### src/design/pio_pkg.sv
// Purpose: shared constants and types of the parallel i/o and event port
// Assumes: classic wishbone slave, 32-bit data, byte addresses
// Notes:   one aligned word per register, unused upper bits read zero
package pio_pkg;

  localparam int unsigned DATA_W = 16;
  localparam int unsigned ADR_W  = 8;

  // register byte offsets
  localparam logic [7:0] OFF_DIR     = 8'h00;
  localparam logic [7:0] OFF_OUT     = 8'h04;
  localparam logic [7:0] OFF_CMD     = 8'h08;
  localparam logic [7:0] OFF_CAPT    = 8'h0C;
  localparam logic [7:0] OFF_EVT     = 8'h10;
  localparam logic [7:0] OFF_HWSTAT  = 8'h14;
  localparam logic [7:0] OFF_SUMMARY = 8'h18;

  // command register fields
  localparam int unsigned CMD_SEND_BIT   = 0;
  localparam int unsigned CMD_SAMPLE_BIT = 1;
  localparam int unsigned CMD_POL_BIT    = 2;
  localparam int unsigned CMD_BUSY_BIT   = 3;

  // event register fields (write: arm/disarm, read: armed/tripped)
  localparam int unsigned EVT_ARM_A_BIT    = 0;
  localparam int unsigned EVT_ARM_B_BIT    = 1;
  localparam int unsigned EVT_DISARM_A_BIT = 2;
  localparam int unsigned EVT_DISARM_B_BIT = 3;
  localparam int unsigned EVT_ARMED_A_BIT  = 0;
  localparam int unsigned EVT_ARMED_B_BIT  = 1;
  localparam int unsigned EVT_TRIP_A_BIT   = 2;
  localparam int unsigned EVT_TRIP_B_BIT   = 3;

  // hardware condition group and summary
  localparam int unsigned HW_A_BIT   = 13;
  localparam int unsigned HW_B_BIT   = 14;
  localparam int unsigned SUM_HW_BIT = 5;

  // reset values
  localparam logic [15:0] DIR_RST = 16'h0000;
  localparam logic [15:0] OUT_RST = 16'h0000;
  localparam logic        POL_RST = 1'b1;

  // timing
  localparam int unsigned CLK_HZ      = 25000000;
  localparam int unsigned OUT_RATE_HZ = 200000;
  localparam int unsigned IN_RATE_HZ  = 50000;
  localparam int unsigned WORD_CYCLES = CLK_HZ / OUT_RATE_HZ;
  localparam int unsigned STROBE_LEN  = 2;

  typedef enum logic [1:0] {
    EVT_DISARMED = 2'b00,
    EVT_ARMED    = 2'b01,
    EVT_TRIPPED  = 2'b11
  } evt_state_t;

endpackage

### src/design/event_if.sv
// Purpose: carrier between the port core and one event input unit
// Assumes: all signals on core_clk
// Notes:   requests are one-cycle pulses, status is level
`timescale 1ns/10ps
interface event_if;
  logic arm_req;
  logic disarm_req;
  logic pin_low;
  logic armed;
  logic tripped;

  modport ctl  (output arm_req, output disarm_req, output pin_low,
                input armed, input tripped);
  modport unit (input arm_req, input disarm_req, input pin_low,
                output armed, output tripped);
endinterface

### src/design/event_input.sv
// Purpose: one armable low-level event input
// Assumes: pin level already synchronous to core_clk
// Notes:   a trip in the same cycle as a disarm wins
`timescale 1ns/10ps
module event_input (
  // clock and reset
  input wire logic   core_clk,
  input wire logic   rst_n,
  // core side
  event_if.unit      ev
);

  pio_pkg::evt_state_t state_q;
  pio_pkg::evt_state_t state_d;

  always_comb begin
    state_d = state_q;
    case (state_q)
      pio_pkg::EVT_DISARMED: begin
        if (ev.arm_req && !ev.disarm_req) begin // RULE18
          state_d = pio_pkg::EVT_ARMED;
        end
      end
      pio_pkg::EVT_ARMED: begin
        if (ev.pin_low) begin // RULE12
          state_d = pio_pkg::EVT_TRIPPED;
        end else if (ev.disarm_req) begin
          state_d = pio_pkg::EVT_DISARMED;
        end
      end
      pio_pkg::EVT_TRIPPED: begin
        // arm alone is ignored here, only a disarm leaves
        if (ev.disarm_req) begin // RULE13
          state_d = pio_pkg::EVT_DISARMED;
        end
      end
      default: state_d = pio_pkg::EVT_DISARMED;
    endcase
  end

  always_ff @(posedge core_clk or negedge rst_n) begin
    if (!rst_n) begin
      state_q <= pio_pkg::EVT_DISARMED; // RULE22
    end else begin
      state_q <= state_d;
    end
  end

  assign ev.armed   = (state_q == pio_pkg::EVT_ARMED);
  assign ev.tripped = (state_q == pio_pkg::EVT_TRIPPED);

  a_trip_on_low: assert property (@(posedge core_clk) disable iff (!rst_n) // RULE12
    (state_q == pio_pkg::EVT_ARMED) && ev.pin_low |=> state_q == pio_pkg::EVT_TRIPPED)
    else $error("armed input did not trip on low");

  a_trip_sticky: assert property (@(posedge core_clk) disable iff (!rst_n) // RULE13
    (state_q == pio_pkg::EVT_TRIPPED) && !ev.disarm_req |=> state_q == pio_pkg::EVT_TRIPPED)
    else $error("tripped input left without disarm");

  a_disarmed_deaf: assert property (@(posedge core_clk) disable iff (!rst_n) // RULE18
    (state_q == pio_pkg::EVT_DISARMED) && !ev.arm_req |=> state_q == pio_pkg::EVT_DISARMED)
    else $error("disarmed input changed state");

endmodule // event_input

### src/design/parallel_io_interrupt_port.sv
// Purpose: 16-line open-collector parallel port with strobe and two event inputs
// Assumes: classic wishbone slave, all pins synchronous to core_clk (25 MHz)
// Notes:   line driver only ever pulls low; oe_n high means released
//
// The register offsets and the Wishbone slave port were decided locally.
`timescale 1ns/10ps

// What this block does
// RULE1 - a line whose direction bit is one is released high, acting as input
// RULE2 - sample command captures all sixteen line levels, outputs included
// RULE3 - captured value changes only on sample, reads return the latched copy
// RULE4 - effective bit zero pulls the line low, one releases it
// RULE5 - effective bit is direction OR latched output, direction acts at once
// RULE6 - writing output value leaves pins alone until a send command
// RULE7 - each send pulses the strobe with programmable polarity as data changes
// RULE8 - receiver should latch on strobe trailing edge or level
// RULE9 - operator knob steps the output value up or down while selected
// RULE10 - far side keeps input changes below about 50 kHz
// RULE11 - successive output words can be presented at about 200 Kb/s
// RULE12 - an armed event input trips on a low level
// RULE13 - tripped stays tripped until disarmed and then armed again
// RULE14 - a trip sets a hardware condition bit that software can poll
// RULE15 - direction value is taken as a binary word, 255 makes low eight inputs
// RULE16 - with outputs zero and no line low, capture returns mask ones
// RULE17 - output word followed by send appears on the lines
// RULE18 - separate arm and disarm, a disarmed input ignores its pin
// RULE19 - event a maps to condition bit 13, event b to bit 14, summarised
// RULE20 - the two event inputs are independent and usable together
// RULE21 - bit zero is the lowest data line, bit fifteen the highest
// RULE22 - reset clears mask, output, events, strobe rests inactive
// RULE23 - strobe lasts a fixed cycle count and starts with the new data
module parallel_io_interrupt_port #(
  parameter int unsigned STROBE_CYCLES = pio_pkg::STROBE_LEN
) (
  // clock and reset
  input  wire logic        core_clk,
  input  wire logic        rst_n,
  // wishbone slave
  input  wire logic        wb_cyc_i,
  input  wire logic        wb_stb_i,
  input  wire logic        wb_we_i,
  input  wire logic [7:0]  wb_adr_i,
  input  wire logic [31:0] wb_dat_i,
  input  wire logic [3:0]  wb_sel_i,
  output logic             wb_ack_o,
  output logic [31:0]      wb_dat_o,
  // parallel data lines
  input  wire logic [15:0] data_in,
  output logic [15:0]      data_out,
  output logic [15:0]      data_oe_n,
  output logic             strobe_out,
  // event inputs, active low
  input  wire logic [1:0]  event_pin_n,
  // operator knob
  input  wire logic        knob_sel,
  input  wire logic        knob_up,
  input  wire logic        knob_dn
);

  localparam int unsigned CNT_W = $clog2(STROBE_CYCLES + 1);
  localparam logic [CNT_W-1:0] STROBE_LOAD = CNT_W'(STROBE_CYCLES);

  generate
    if (STROBE_CYCLES < 1 || STROBE_CYCLES >= pio_pkg::WORD_CYCLES) begin : g_bad_strobe
      $error("STROBE_CYCLES must be at least 1 and below one word period"); // RULE11
    end
  endgenerate

  function automatic logic [15:0] merge16(input logic [15:0] old_v,
                                          input logic [15:0] new_v,
                                          input logic [1:0]  sel);
    merge16 = {sel[1] ? new_v[15:8] : old_v[15:8], sel[0] ? new_v[7:0] : old_v[7:0]};
  endfunction

  // bus state
  logic        ack_q;
  logic        ack_d;
  logic [31:0] rdat_q;
  logic [31:0] rdat_d;
  // port state
  logic [15:0] dir_q;
  logic [15:0] dir_d;
  logic [15:0] outv_q;
  logic [15:0] outv_d;
  logic [15:0] latch_q;
  logic [15:0] latch_d;
  logic [15:0] capt_q;
  logic [15:0] capt_d;
  logic [15:0] oe_n_q;
  logic [15:0] oe_n_d;
  logic        pol_q;
  logic        pol_d;
  logic [CNT_W-1:0] strb_cnt_q;
  logic [CNT_W-1:0] strb_cnt_d;
  logic        strobe_q;
  logic        strobe_d;

  logic [7:0]  adr;
  logic        wr;
  logic        wr_dir;
  logic        wr_out;
  logic        wr_cmd;
  logic        wr_evt;
  logic        send;
  logic        sample;
  logic [15:0] hwstat;

  event_if ev_a ();
  event_if ev_b ();

  assign adr    = {wb_adr_i[7:2], 2'b00};
  // a write lands on the edge where the master sees ack
  assign wr     = wb_cyc_i && wb_stb_i && wb_we_i && ack_q;
  assign wr_dir = wr && (adr == pio_pkg::OFF_DIR);
  assign wr_out = wr && (adr == pio_pkg::OFF_OUT);
  assign wr_cmd = wr && (adr == pio_pkg::OFF_CMD) && wb_sel_i[0];
  assign wr_evt = wr && (adr == pio_pkg::OFF_EVT) && wb_sel_i[0];
  assign send   = wr_cmd && wb_dat_i[pio_pkg::CMD_SEND_BIT];
  assign sample = wr_cmd && wb_dat_i[pio_pkg::CMD_SAMPLE_BIT];

  // event control, both units run side by side
  assign ev_a.arm_req    = wr_evt && wb_dat_i[pio_pkg::EVT_ARM_A_BIT];    // RULE18
  assign ev_a.disarm_req = wr_evt && wb_dat_i[pio_pkg::EVT_DISARM_A_BIT];
  assign ev_a.pin_low    = !event_pin_n[0];
  assign ev_b.arm_req    = wr_evt && wb_dat_i[pio_pkg::EVT_ARM_B_BIT];
  assign ev_b.disarm_req = wr_evt && wb_dat_i[pio_pkg::EVT_DISARM_B_BIT];
  assign ev_b.pin_low    = !event_pin_n[1];

  event_input u_event_a ( // RULE20
    .core_clk (core_clk),
    .rst_n    (rst_n),
    .ev       (ev_a.unit)
  );

  event_input u_event_b (
    .core_clk (core_clk),
    .rst_n    (rst_n),
    .ev       (ev_b.unit)
  );

  always_comb begin
    hwstat = 16'h0000;
    hwstat[pio_pkg::HW_A_BIT] = ev_a.tripped; // RULE14 RULE19
    hwstat[pio_pkg::HW_B_BIT] = ev_b.tripped;
  end

  // port datapath
  always_comb begin
    dir_d = dir_q;
    if (wr_dir) begin
      dir_d = merge16(dir_q, wb_dat_i[15:0], wb_sel_i[1:0]); // RULE15 RULE21
    end
    outv_d = outv_q;
    if (wr_out) begin
      outv_d = merge16(outv_q, wb_dat_i[15:0], wb_sel_i[1:0]);
    end else if (knob_sel && (knob_up != knob_dn)) begin
      // bus write wins over a knob step in the same cycle
      outv_d = knob_up ? outv_q + 16'h0001 : outv_q - 16'h0001; // RULE9
    end
    latch_d = send ? outv_q : latch_q; // RULE6 RULE17
    capt_d  = sample ? data_in : capt_q; // RULE2 RULE3 RULE16
    pol_d   = wr_cmd ? wb_dat_i[pio_pkg::CMD_POL_BIT] : pol_q;
    oe_n_d  = dir_d | latch_d; // RULE1 RULE4 RULE5
  end

  // strobe: a send during a pulse restarts it
  always_comb begin
    if (send) begin
      strb_cnt_d = STROBE_LOAD; // RULE23
    end else if (strb_cnt_q != '0) begin
      strb_cnt_d = strb_cnt_q - CNT_W'(1);
    end else begin
      strb_cnt_d = '0;
    end
    strobe_d = (strb_cnt_d != '0) ? pol_d : !pol_d; // RULE7
  end

  // wishbone answer, one cycle after the request
  always_comb begin
    ack_d  = wb_cyc_i && wb_stb_i && !ack_q;
    rdat_d = 32'h0000_0000;
    if (ack_d && !wb_we_i) begin
      case (adr)
        pio_pkg::OFF_DIR:  rdat_d[15:0] = dir_q;
        pio_pkg::OFF_OUT:  rdat_d[15:0] = outv_q;
        pio_pkg::OFF_CMD: begin
          rdat_d[pio_pkg::CMD_POL_BIT]  = pol_q;
          rdat_d[pio_pkg::CMD_BUSY_BIT] = (strb_cnt_q != '0);
        end
        pio_pkg::OFF_CAPT: rdat_d[15:0] = capt_q; // RULE3
        pio_pkg::OFF_EVT: begin
          rdat_d[pio_pkg::EVT_ARMED_A_BIT] = ev_a.armed;
          rdat_d[pio_pkg::EVT_ARMED_B_BIT] = ev_b.armed;
          rdat_d[pio_pkg::EVT_TRIP_A_BIT]  = ev_a.tripped;
          rdat_d[pio_pkg::EVT_TRIP_B_BIT]  = ev_b.tripped;
        end
        pio_pkg::OFF_HWSTAT:  rdat_d[15:0] = hwstat; // RULE14
        pio_pkg::OFF_SUMMARY: rdat_d[pio_pkg::SUM_HW_BIT] = |hwstat; // RULE19
        default: rdat_d = 32'h0000_0000;
      endcase
    end
  end

  always_ff @(posedge core_clk or negedge rst_n) begin
    if (!rst_n) begin
      ack_q      <= 1'b0;
      rdat_q     <= 32'h0000_0000;
      dir_q      <= pio_pkg::DIR_RST; // RULE22
      outv_q     <= pio_pkg::OUT_RST;
      latch_q    <= pio_pkg::OUT_RST;
      capt_q     <= 16'h0000;
      oe_n_q     <= pio_pkg::DIR_RST | pio_pkg::OUT_RST;
      pol_q      <= pio_pkg::POL_RST;
      strb_cnt_q <= '0;
      strobe_q   <= !pio_pkg::POL_RST;
    end else begin
      ack_q      <= ack_d;
      rdat_q     <= rdat_d;
      dir_q      <= dir_d;
      outv_q     <= outv_d;
      latch_q    <= latch_d;
      capt_q     <= capt_d;
      oe_n_q     <= oe_n_d;
      pol_q      <= pol_d;
      strb_cnt_q <= strb_cnt_d;
      strobe_q   <= strobe_d;
    end
  end

  assign wb_ack_o   = ack_q;
  assign wb_dat_o   = rdat_q;
  assign data_oe_n  = oe_n_q;
  // open collector: the driven level is always low
  assign data_out   = 16'h0000; // RULE4
  assign strobe_out = strobe_q;

  a_mask_releases: assert property (@(posedge core_clk) disable iff (!rst_n) // RULE1
    (data_oe_n & dir_q) == dir_q)
    else $error("masked line is being driven low");

  a_send_drives: assert property (@(posedge core_clk) disable iff (!rst_n) // RULE17
    send && !wr_dir |=> data_oe_n == ($past(dir_q) | $past(outv_q)))
    else $error("send did not put output word on lines");

  a_pins_hold: assert property (@(posedge core_clk) disable iff (!rst_n) // RULE6
    !send && !wr_dir |=> $stable(data_oe_n))
    else $error("lines changed without send or mask write");

  a_dir_immediate: assert property (@(posedge core_clk) disable iff (!rst_n) // RULE5
    wr_dir && !send |=> data_oe_n == ($past(dir_d) | $past(latch_q)))
    else $error("mask write did not reach drivers at once");

  a_strobe_start: assert property (@(posedge core_clk) disable iff (!rst_n) // RULE7
    send |=> strobe_out == pol_q && strb_cnt_q == STROBE_LOAD
         && data_oe_n == ($past(dir_d) | $past(outv_q)))
    else $error("strobe not active with new data");

  a_strobe_idle: assert property (@(posedge core_clk) disable iff (!rst_n) // RULE23
    (strb_cnt_q == '0) |-> strobe_out == !pol_q)
    else $error("strobe active outside its pulse");

  a_capture_all: assert property (@(posedge core_clk) disable iff (!rst_n) // RULE2
    sample |=> capt_q == $past(data_in))
    else $error("capture missed line levels");

  a_capture_holds: assert property (@(posedge core_clk) disable iff (!rst_n) // RULE3
    !sample |=> $stable(capt_q))
    else $error("captured value changed without sample");

  a_knob_up: assert property (@(posedge core_clk) disable iff (!rst_n) // RULE9
    knob_sel && knob_up && !knob_dn && !wr_out |=> outv_q == $past(outv_q) + 16'h0001)
    else $error("knob step up lost");

  a_ack_single: assert property (@(posedge core_clk) disable iff (!rst_n)
    wb_cyc_i && wb_stb_i && !ack_q |=> wb_ack_o ##1 !wb_ack_o)
    else $error("ack not a single cycle");

  a_strobe_active: assert property (@(posedge core_clk) disable iff (!rst_n) // RULE7
    (strb_cnt_q != '0) |-> strobe_out == pol_q)
    else $error("strobe inactive inside its pulse");

  a_strobe_ends: assert property (@(posedge core_clk) disable iff (!rst_n) // RULE23
    (strb_cnt_q == CNT_W'(1)) && !send |=> strobe_out == !pol_q)
    else $error("strobe pulse too long");

  a_knob_down: assert property (@(posedge core_clk) disable iff (!rst_n) // RULE9
    knob_sel && knob_dn && !knob_up && !wr_out |=> outv_q == $past(outv_q) - 16'h0001)
    else $error("knob step down lost");

  a_dat_idle: assert property (@(posedge core_clk) disable iff (!rst_n)
    !wb_ack_o |-> wb_dat_o == 32'h0000_0000)
    else $error("read data shown outside ack");

  a_trip_cause_b: assert property (@(posedge core_clk) disable iff (!rst_n) // RULE20
    $rose(ev_b.tripped) |-> $past(ev_b.armed) && $past(ev_b.pin_low))
    else $error("event b tripped without armed low pin");

  a_disarm_leaves: assert property (@(posedge core_clk) disable iff (!rst_n) // RULE13
    ev_a.tripped && ev_a.disarm_req |=> !ev_a.tripped && !ev_a.armed)
    else $error("disarm did not clear tripped event a");

  a_hwstat_read: assert property (@(posedge core_clk) disable iff (!rst_n) // RULE14
    wb_ack_o && !$past(wb_we_i) && $past(adr) == pio_pkg::OFF_HWSTAT
      |-> wb_dat_o[15:0] == $past(hwstat))
    else $error("condition group read wrong");

  a_summary_read: assert property (@(posedge core_clk) disable iff (!rst_n) // RULE19
    wb_ack_o && !$past(wb_we_i) && $past(adr) == pio_pkg::OFF_SUMMARY
      |-> wb_dat_o[pio_pkg::SUM_HW_BIT] == ($past(ev_a.tripped) || $past(ev_b.tripped)))
    else $error("summary bit does not follow trips");

endmodule // parallel_io_interrupt_port

### config.mk
export PLATFORM = sky130hd
export DESIGN_NAME = parallel_io_interrupt_port
export DESIGN_NICKNAME = d
export VERILOG_FILES = /design/src/design/pio_pkg.sv /design/src/design/event_if.sv /design/src/design/event_input.sv /design/src/design/parallel_io_interrupt_port.sv
export SDC_FILE = /design/constraint.sdc
export NUM_CORES = 1
export LEC_CHECK = 0
export BUFFER_PORTS_ARGS = -buffer_cell sky130_fd_sc_hd__buf_2
export CAP_MARGIN = 0
export CORE_MARGIN = 5
export CORE_UTILIZATION = 48
export CTS_CLUSTER_SIZE = 20
export DETAILED_ROUTE_END_ITERATION = 6
export PLACE_DENSITY_LB_ADDON = 0.05
export SLEW_MARGIN = 20
export SYNTH_ARGS = -nofsm -noshare
export SYNTH_HDL_FRONTEND = slang
export SYNTH_SLANG_ARGS = --single-unit
export TNS_END_PERCENT = 10
### constraint.sdc
create_clock -name core_clk -period 2.6 [get_ports core_clk]
set_clock_uncertainty 0.15 [all_clocks]
set_input_delay 0.26 -clock core_clk [delete_from_list [all_inputs] [get_ports core_clk]]
set_output_delay 0.26 -clock core_clk [all_outputs]
set_load 0.03 [all_outputs]
==> metrics.txt, run 1 <==
wire length per cell 16.7 um; largest net degree at the start of global routing 46; worst path bufs/invs 0; outcome completed; I/O pin total 136; RSZ-0062 raised after global routing no; Non-Filler Instances 790; Seq/Total Area, Yosys 0.486; Hold Slack 0.0111 ns; grt ovf 0; global-route wire length before repair 21,400 um; top cells by area, synth dfrtp_1 48%, mux2_2 6.9%, nand2_1 5.1%, buf_4 4.6%, ha_1 3.2%; Pleak 3.38 nW; CTS max path bufs 2; die width 116 um; Hold Path Sink capt_q[8]; CTS tree yes; DR vias 4,209; FF+latch count, synth 105; Core ar. 0.0109 sq mm; largest stage delay on the critical path 0.42 ns; fillers 990; total CTS buffers 9; Max-Cap Viols 0; worst vdd ir 0.485 mV; Port Buffers 83; initial DRC count 293; top cell family by delay on the critical path compound AO/OA/AOI/OAI gates; WP data required 2.69 ns; Final Setup Violations 0; crit share post-route 0.925; crit path kind reg2reg; Clock Pin Slew Worst Setup and Hold Paths 0.07 ns; Peak Freq 0.416 GHz; Avg Cell Area, Syn 10.4 sq um; CP cell instances ha_1 > nor2b_2 > o31ai_2 > a21oi_1 > o21a_1 > or4_1 > a32o_1; cell area after synthesis 0.00541 sq mm; initial antenna violation count 0; TNS Setup 0 ns; Worst path slowest cell or4_1; post-synth top area cell dfrtp_1; yosys warns 0; multi-input logic area 0.00258 sq mm; R2R Path End outv_q[8]; fraction of layout cells with a size suffix above 1 0.283; fin. max-slew vios 0; endpoints failing hold 0; htree depth 3; hold depth 2; Die Y 116 um; Synth top area share 0.481; Worst R2R Path Depth 7; most frequent cells in the layout 104 x dfrtp_1, 82 x buf_2, 74 x nand2_1, 36 x nor2_1, 33 x mux2_2; ANT cells 0; Global Route Usage Sum 0.206; PwrDens 723 mW/mm^2; worst min-delay path class in2reg; Syn Inst Count 518; placed insts 758; starting density of the core 0.494; commonest non-fill, non-tap cell in the layout dfrtp_1; hpwl dp 10,000 um; DRT Pass-1 Iters 6; Vias/cell 5.33; area of the die 0.0135 sq mm; Worst Path Max Fanout 4; post-synth cell types 60; postcts setup bufs 0; Arr. time, crit path 2.50 ns; most common flop cell mapped by yosys dfrtp_1; Worst Hold Launch data_in[8]; Root Buffer clkbuf_16; final WL 13,200 um; Area Overhead vs Synth 21.0%; antenna viol nets, final 0; Layout Nets 730; Async SR Flop Fraction 1.00; Post-synth EDFFs 0; # rows 38; CTS sink cnt 105; vias in the first global route 4,241; Register Area 0.00263 sq mm; gpl congestion 0.846; reg-to-reg critical path startpoint outv_q[2]; CP endpoint kind flip-flop; DRC 0; clock latency reported for the late side of the worst-skew pair 0.36 ns; CP Launch Type flip-flop; R2R Setup Slk 0.19 ns; Final min period 2.41 ns
registers in the layout (all words and copies together) (netlist names):
name and cells:
u_event_a.state_q 2, outv_q 16, strb_cnt_q 2, u_event_b.state_q 2, dir_q 16, strobe_out 1
latch_q 16, wb_dat_o 16, capt_q 16, data_oe_n 16, pol_q 1, wb_ack_o 1
cells by family (layout without fill, tap and decap cells):
family / Yosys count / in the layout / synth area share
buf+inv: 55 / 156 / 0.0623
xor+xnor: 11 / 11 / 0.0178
simple gates: 181 / 181 / 0.174
compound gates: 103 / 103 / 0.124
flops: 105 / 105 / 0.486
mux: 47 / 47 / 0.0993
other cells: 1 / 32 / 0.000694
fa+ha+maj: 15 / 15 / 0.0361
area by class of cell:
cell class / count / share of cell area
tap: 140 / 0.0268
multi-input combinational: 389 / 0.394
sequential: 105 / 0.402
inverter: 9 / 0.00516
clock buffer: 10 / 0.0350
timing repair buffer: 131 / 0.131
clock inverter: 6 / 0.00612
worst register-to-register path: stages, from the launching register on:
cell and delay [ns]:
dfrtp_1 0.39, ha_1 0.32, nor2b_2 0.19, o31ai_2 0.23, a21oi_1 0.13, o21a_1 0.19, or4_1 0.42, a32o_1 0.27
what timing repair did:
action / in CTS / in global routing
resized for setup: 0 / 4
hold endpoints to repair: 42 / 0
endpoints found under the setup margin: 0 / 3
hold buffers: 16 / 0
power breakdown:
part           leakage (nW)  internal [mW]  total [mW]  switching [mW]
registers              1.40           1.76        1.90           0.140
logic                  1.84          0.732        1.57           0.837
clock network         0.133          0.652        1.26           0.612
total                  3.38           3.14        4.73            1.59
through the flow:
| stage | utilization | power [mW] | area (sq um) | worst slack (ns) |
|---|---|---|---|---|
| 2_1_floorplan | - | 2.95 | 5530 | 0.0881 |
| 3_3_place_gp | 0.557 | 3.40 | 6100 | 0.0305 |
| 3_5_place_dp | 0.557 | 3.43 | 6100 | -0.00999 |
| 4_1_cts | 0.597 | 4.73 | 6530 | 0.0886 |
| 5_1_grt | 0.598 | 5.03 | 6540 | 0.0382 |
| 6_report | 0.598 | 4.73 | 6540 | 0.195 |
cells in the mapped netlist, types with 9 or more instances:
library cell	count
nand3b_1	16
o21ai_0	25
a31oi_1	9
nand2_1	74
mux2i_1	12
mux2_2	33
buf_4	33
a21oi_1	27
nor2_1	36
ha_1	14
inv_1	9
dfrtp_1	104
metal layers:
layer | track usage | share of wire | vias to the layer above
met5 | 0 | 0 | -
met4 | 0.0480 | 0.0091 | 0
met2 | 0.319 | 0.46 | 129
li1 | - | - | 2035
met3 | 0.0575 | 0.080 | 12
met1 | 0.291 | 0.45 | 2033
worst max path at each step:
stage / from / endpoint / slack (ns) / depth (start not counted)
after global routing: outv_q[8] / outv_q[13] / 0.04 / 9
final: outv_q[2] / outv_q[8] / 0.19 / 7
after global placement: knob_up / outv_q[15] / 0.03 / 10
after detailed placement: knob_up / outv_q[8] / -0.01 / 10
after floorplan: knob_up / outv_q[8] / 0.09 / 8
after CTS: outv_q[1] / outv_q[15] / 0.09 / 7
Power figures use the tool's default switching activity.
==> run 2: changes to the inputs <==
--- a/config.mk
+++ b/config.mk
@@ -5,15 +5,17 @@
 export SDC_FILE = /design/constraint.sdc
 export NUM_CORES = 1
 export LEC_CHECK = 0
+export ABC_CLOCK_PERIOD_IN_PS = 2600
 export BUFFER_PORTS_ARGS = -buffer_cell sky130_fd_sc_hd__buf_2
 export CAP_MARGIN = 0
 export CORE_MARGIN = 5
-export CORE_UTILIZATION = 48
+export CORE_UTILIZATION = 49
 export CTS_CLUSTER_SIZE = 20
 export DETAILED_ROUTE_END_ITERATION = 6
 export PLACE_DENSITY_LB_ADDON = 0.05
 export SLEW_MARGIN = 20
 export SYNTH_ARGS = -nofsm -noshare
 export SYNTH_HDL_FRONTEND = slang
+export SYNTH_HIERARCHICAL = 1
 export SYNTH_SLANG_ARGS = --single-unit
 export TNS_END_PERCENT = 10
==> run 2 against run 1 <==
First-iteration DRC count is 7.2% lower. Wire length is 8.2% higher. Count of clock-buffer cells in the layout is 1 lower. Critical path type unchanged. Largest cell class unchanged. Largest power group unchanged.
==> metrics.txt, run 2 <==
outcome completed; Post-synth EDFFs 0; worst min-delay path class in2reg; Port Buffers 83; endpoints failing hold 0; fin area 0.00665 sq mm; wire length per cell 17.6 um; Placed Area 0.00616 sq mm; Seq/Total Area, Yosys 0.477; count leader, synth dfrtp_1; htree depth 3; Async SR Flop Fraction 1.00; Worst Path Max Fanout 2; initial antenna violation count 0; die width 116 um; clock latency reported for the late side of the worst-skew pair 0.36 ns; Commonest cells post-synth 104 x dfrtp_1, 82 x nand2_1, 43 x nor2_1; Max-Cap Viols 0; Clock Pin Slew Worst Setup and Hold Paths 0.07 ns; crit share post-route 0.952; DRT Pass-1 Iters 5; starting density of the core 0.504; Final min period 2.48 ns; Arr. time, crit path 2.59 ns; reg-to-reg critical path startpoint outv_q[0]; Slew headroom 0.631; fin. max-slew vios 0; FF+latch count, synth 105; Global Route Usage Sum 0.225; commonest non-fill, non-tap cell in the layout dfrtp_1; area of the die 0.0135 sq mm; Final Setup Violations 0; Pwr Total 5.04 mW; top cells by area, synth dfrtp_1 47%, mux2_2 6.9%, nand2_1 5.6%, buf_4 4.6%, ha_1 3.2%; hpwl dp 10,800 um; Setup WS pre-CTS -0.0597 ns; Peak Freq 0.404 GHz; # rows 38; post-synth top area cell dfrtp_1; vias in the first global route 4,458; Root Buffer clkbuf_16; Worst R2R Path Depth 8; PwrDens 758 mW/mm^2; Final Worst Setup Slack 0.125 ns; Area Overhead vs Synth 20.6%; R2R Path End outv_q[12]; Synth top area share 0.472; fraction of layout cells with a size suffix above 1 0.281; DR vias 4,384; Avg Cell Area, Syn 10.2 sq um; WP data required 2.72 ns; I/O pin total 136; antenna viol nets, final 0; CTS max path bufs 2; Worst Hold Launch data_in[12]; CTS tree yes; final WL 14,300 um; TNS Setup 0 ns; worst vdd ir 0.432 mV; CTS sink cnt 105; Vias/cell 5.40; Core ar. 0.0109 sq mm; grt ovf 0; most common flop cell mapped by yosys dfrtp_1; CP endpoint kind flip-flop; ANT cells 0; R2R Setup Slk 0.12 ns; gpl congestion 0.936; global-route wire length before repair 23,000 um; Pleak 3.53 nW; post-synth cell types 69; DRC 0; hold depth 2; Die Y 116 um; crit path kind reg2reg; CP Launch Type flip-flop; Layout Nets 752; Syn Inst Count 542; largest net degree at the start of global routing 48; yosys warns 6; RSZ-0062 raised after global routing no; Hold Path Sink capt_q[12]; most frequent cells in the layout 104 x dfrtp_1, 82 x nand2_1, 82 x buf_2, 43 x nor2_1, 37 x buf_4; worst slew pin tran 0.553 ns; cell area after synthesis 0.00551 sq mm; total CTS buffers 9; initial DRC count 272
==> run 2: changes by cell type after synthesis, sizes merged, moves of 4 or more <==
cell | before | now
inv | 9 | 14
nor2 | 37 | 43
o21a | 5 | 1
nand3 | 9 | 5
o22ai | 2 | 7
and3 | 7 | 11
xor2 | 7 | 2
buf | 40 | 47
o21ai | 25 | 16
nand2 | 75 | 84
a31oi | 10 | 5
==> run 2: repair_timing <==
action,in CTS,in global routing
endpoints found under the setup margin,0,2
hold buffers,16,0
buffers inserted,0,0
resized for setup,0,2
hold endpoints to repair,57,0
==> run 2: worst max path at each step <==
stage	startpoint	endpoint	slack [ns]	depth (start not counted)
finish	outv_q[0]	outv_q[12]	0.12	8
global route	outv_q[0]	outv_q[12]	0.03	8
detailed placement	knob_up	outv_q[12]	-0.06	9
floorplan	outv_q[0]	outv_q[12]	0.12	8
global placement	knob_up	outv_q[12]	-0.02	9
CTS	outv_q[0]	outv_q[12]	0.11	8
==> run 2: per-layer routing <==
layer / wire [um] / GRT usage / part of all wire / up-vias
met1: 6720 / 0.322 / 0.47 / 2118
met2: 6290 / 0.340 / 0.44 / 147
met3: 979 / 0.0428 / 0.069 / 25
met4: 292 / 0.0843 / 0.020 / 0
li1: - / - / - / 2094
met5: 0 / 0 / 0 / -
==> run 2: power by group <==
group / total (mW) / internal [mW] / leakage, nW / switching [mW]
registers: 1.90 / 1.76 / 1.40 / 0.141
logic: 1.65 / 0.733 / 1.97 / 0.913
clock network: 1.50 / 0.853 / 0.157 / 0.642
==> run 2: worst max-delay path, stage by stage (launching register included) <==
cell and delay (ns):
dfrtp_1 0.35, inv_1 0.06, fa_1 0.40, and2b_1 0.23, o2111ai_1 0.13, a21boi_0 0.34, a2111oi_1 0.18, o311a_1 0.37
a211oi_1 0.17
==> run 2: cell families after synthesis <==
family | after synthesis | synth area share
compound gates | 100 | 0.121
simple gates | 197 | 0.180
fa+ha+maj | 16 | 0.0372
other cells | 1 | 0.000680
buf+inv | 67 | 0.0738
mux | 48 | 0.0972
xor+xnor | 8 | 0.0127
flops | 105 | 0.477
==> run 2: cell type report <==
cell class / count / area [sq um]
Clock inverter: 7 / 98.8
Inverter: 14 / 52.6
Fill cell: 964 / 4290
Sequential cell: 105 / 2630
Timing Repair Buffer: 136 / 868
Clock buffer: 9 / 225
Multi-Input combinational cell: 401 / 2600
Tap cell: 140 / 175
==> run 2: metrics by stage <==
| step | utilization | hold WS, ns | std cells |
|---|---|---|---|
| detailed placement | 0.563 | 0.133 | 780 |
| floorplan | - | -0.186 | 573 |
| global placement | 0.563 | 0.129 | 780 |
| CTS | 0.607 | 0.000158 | 812 |
| global route | 0.608 | 0.00247 | 812 |
| finish | 0.608 | 0.00369 | 812 |
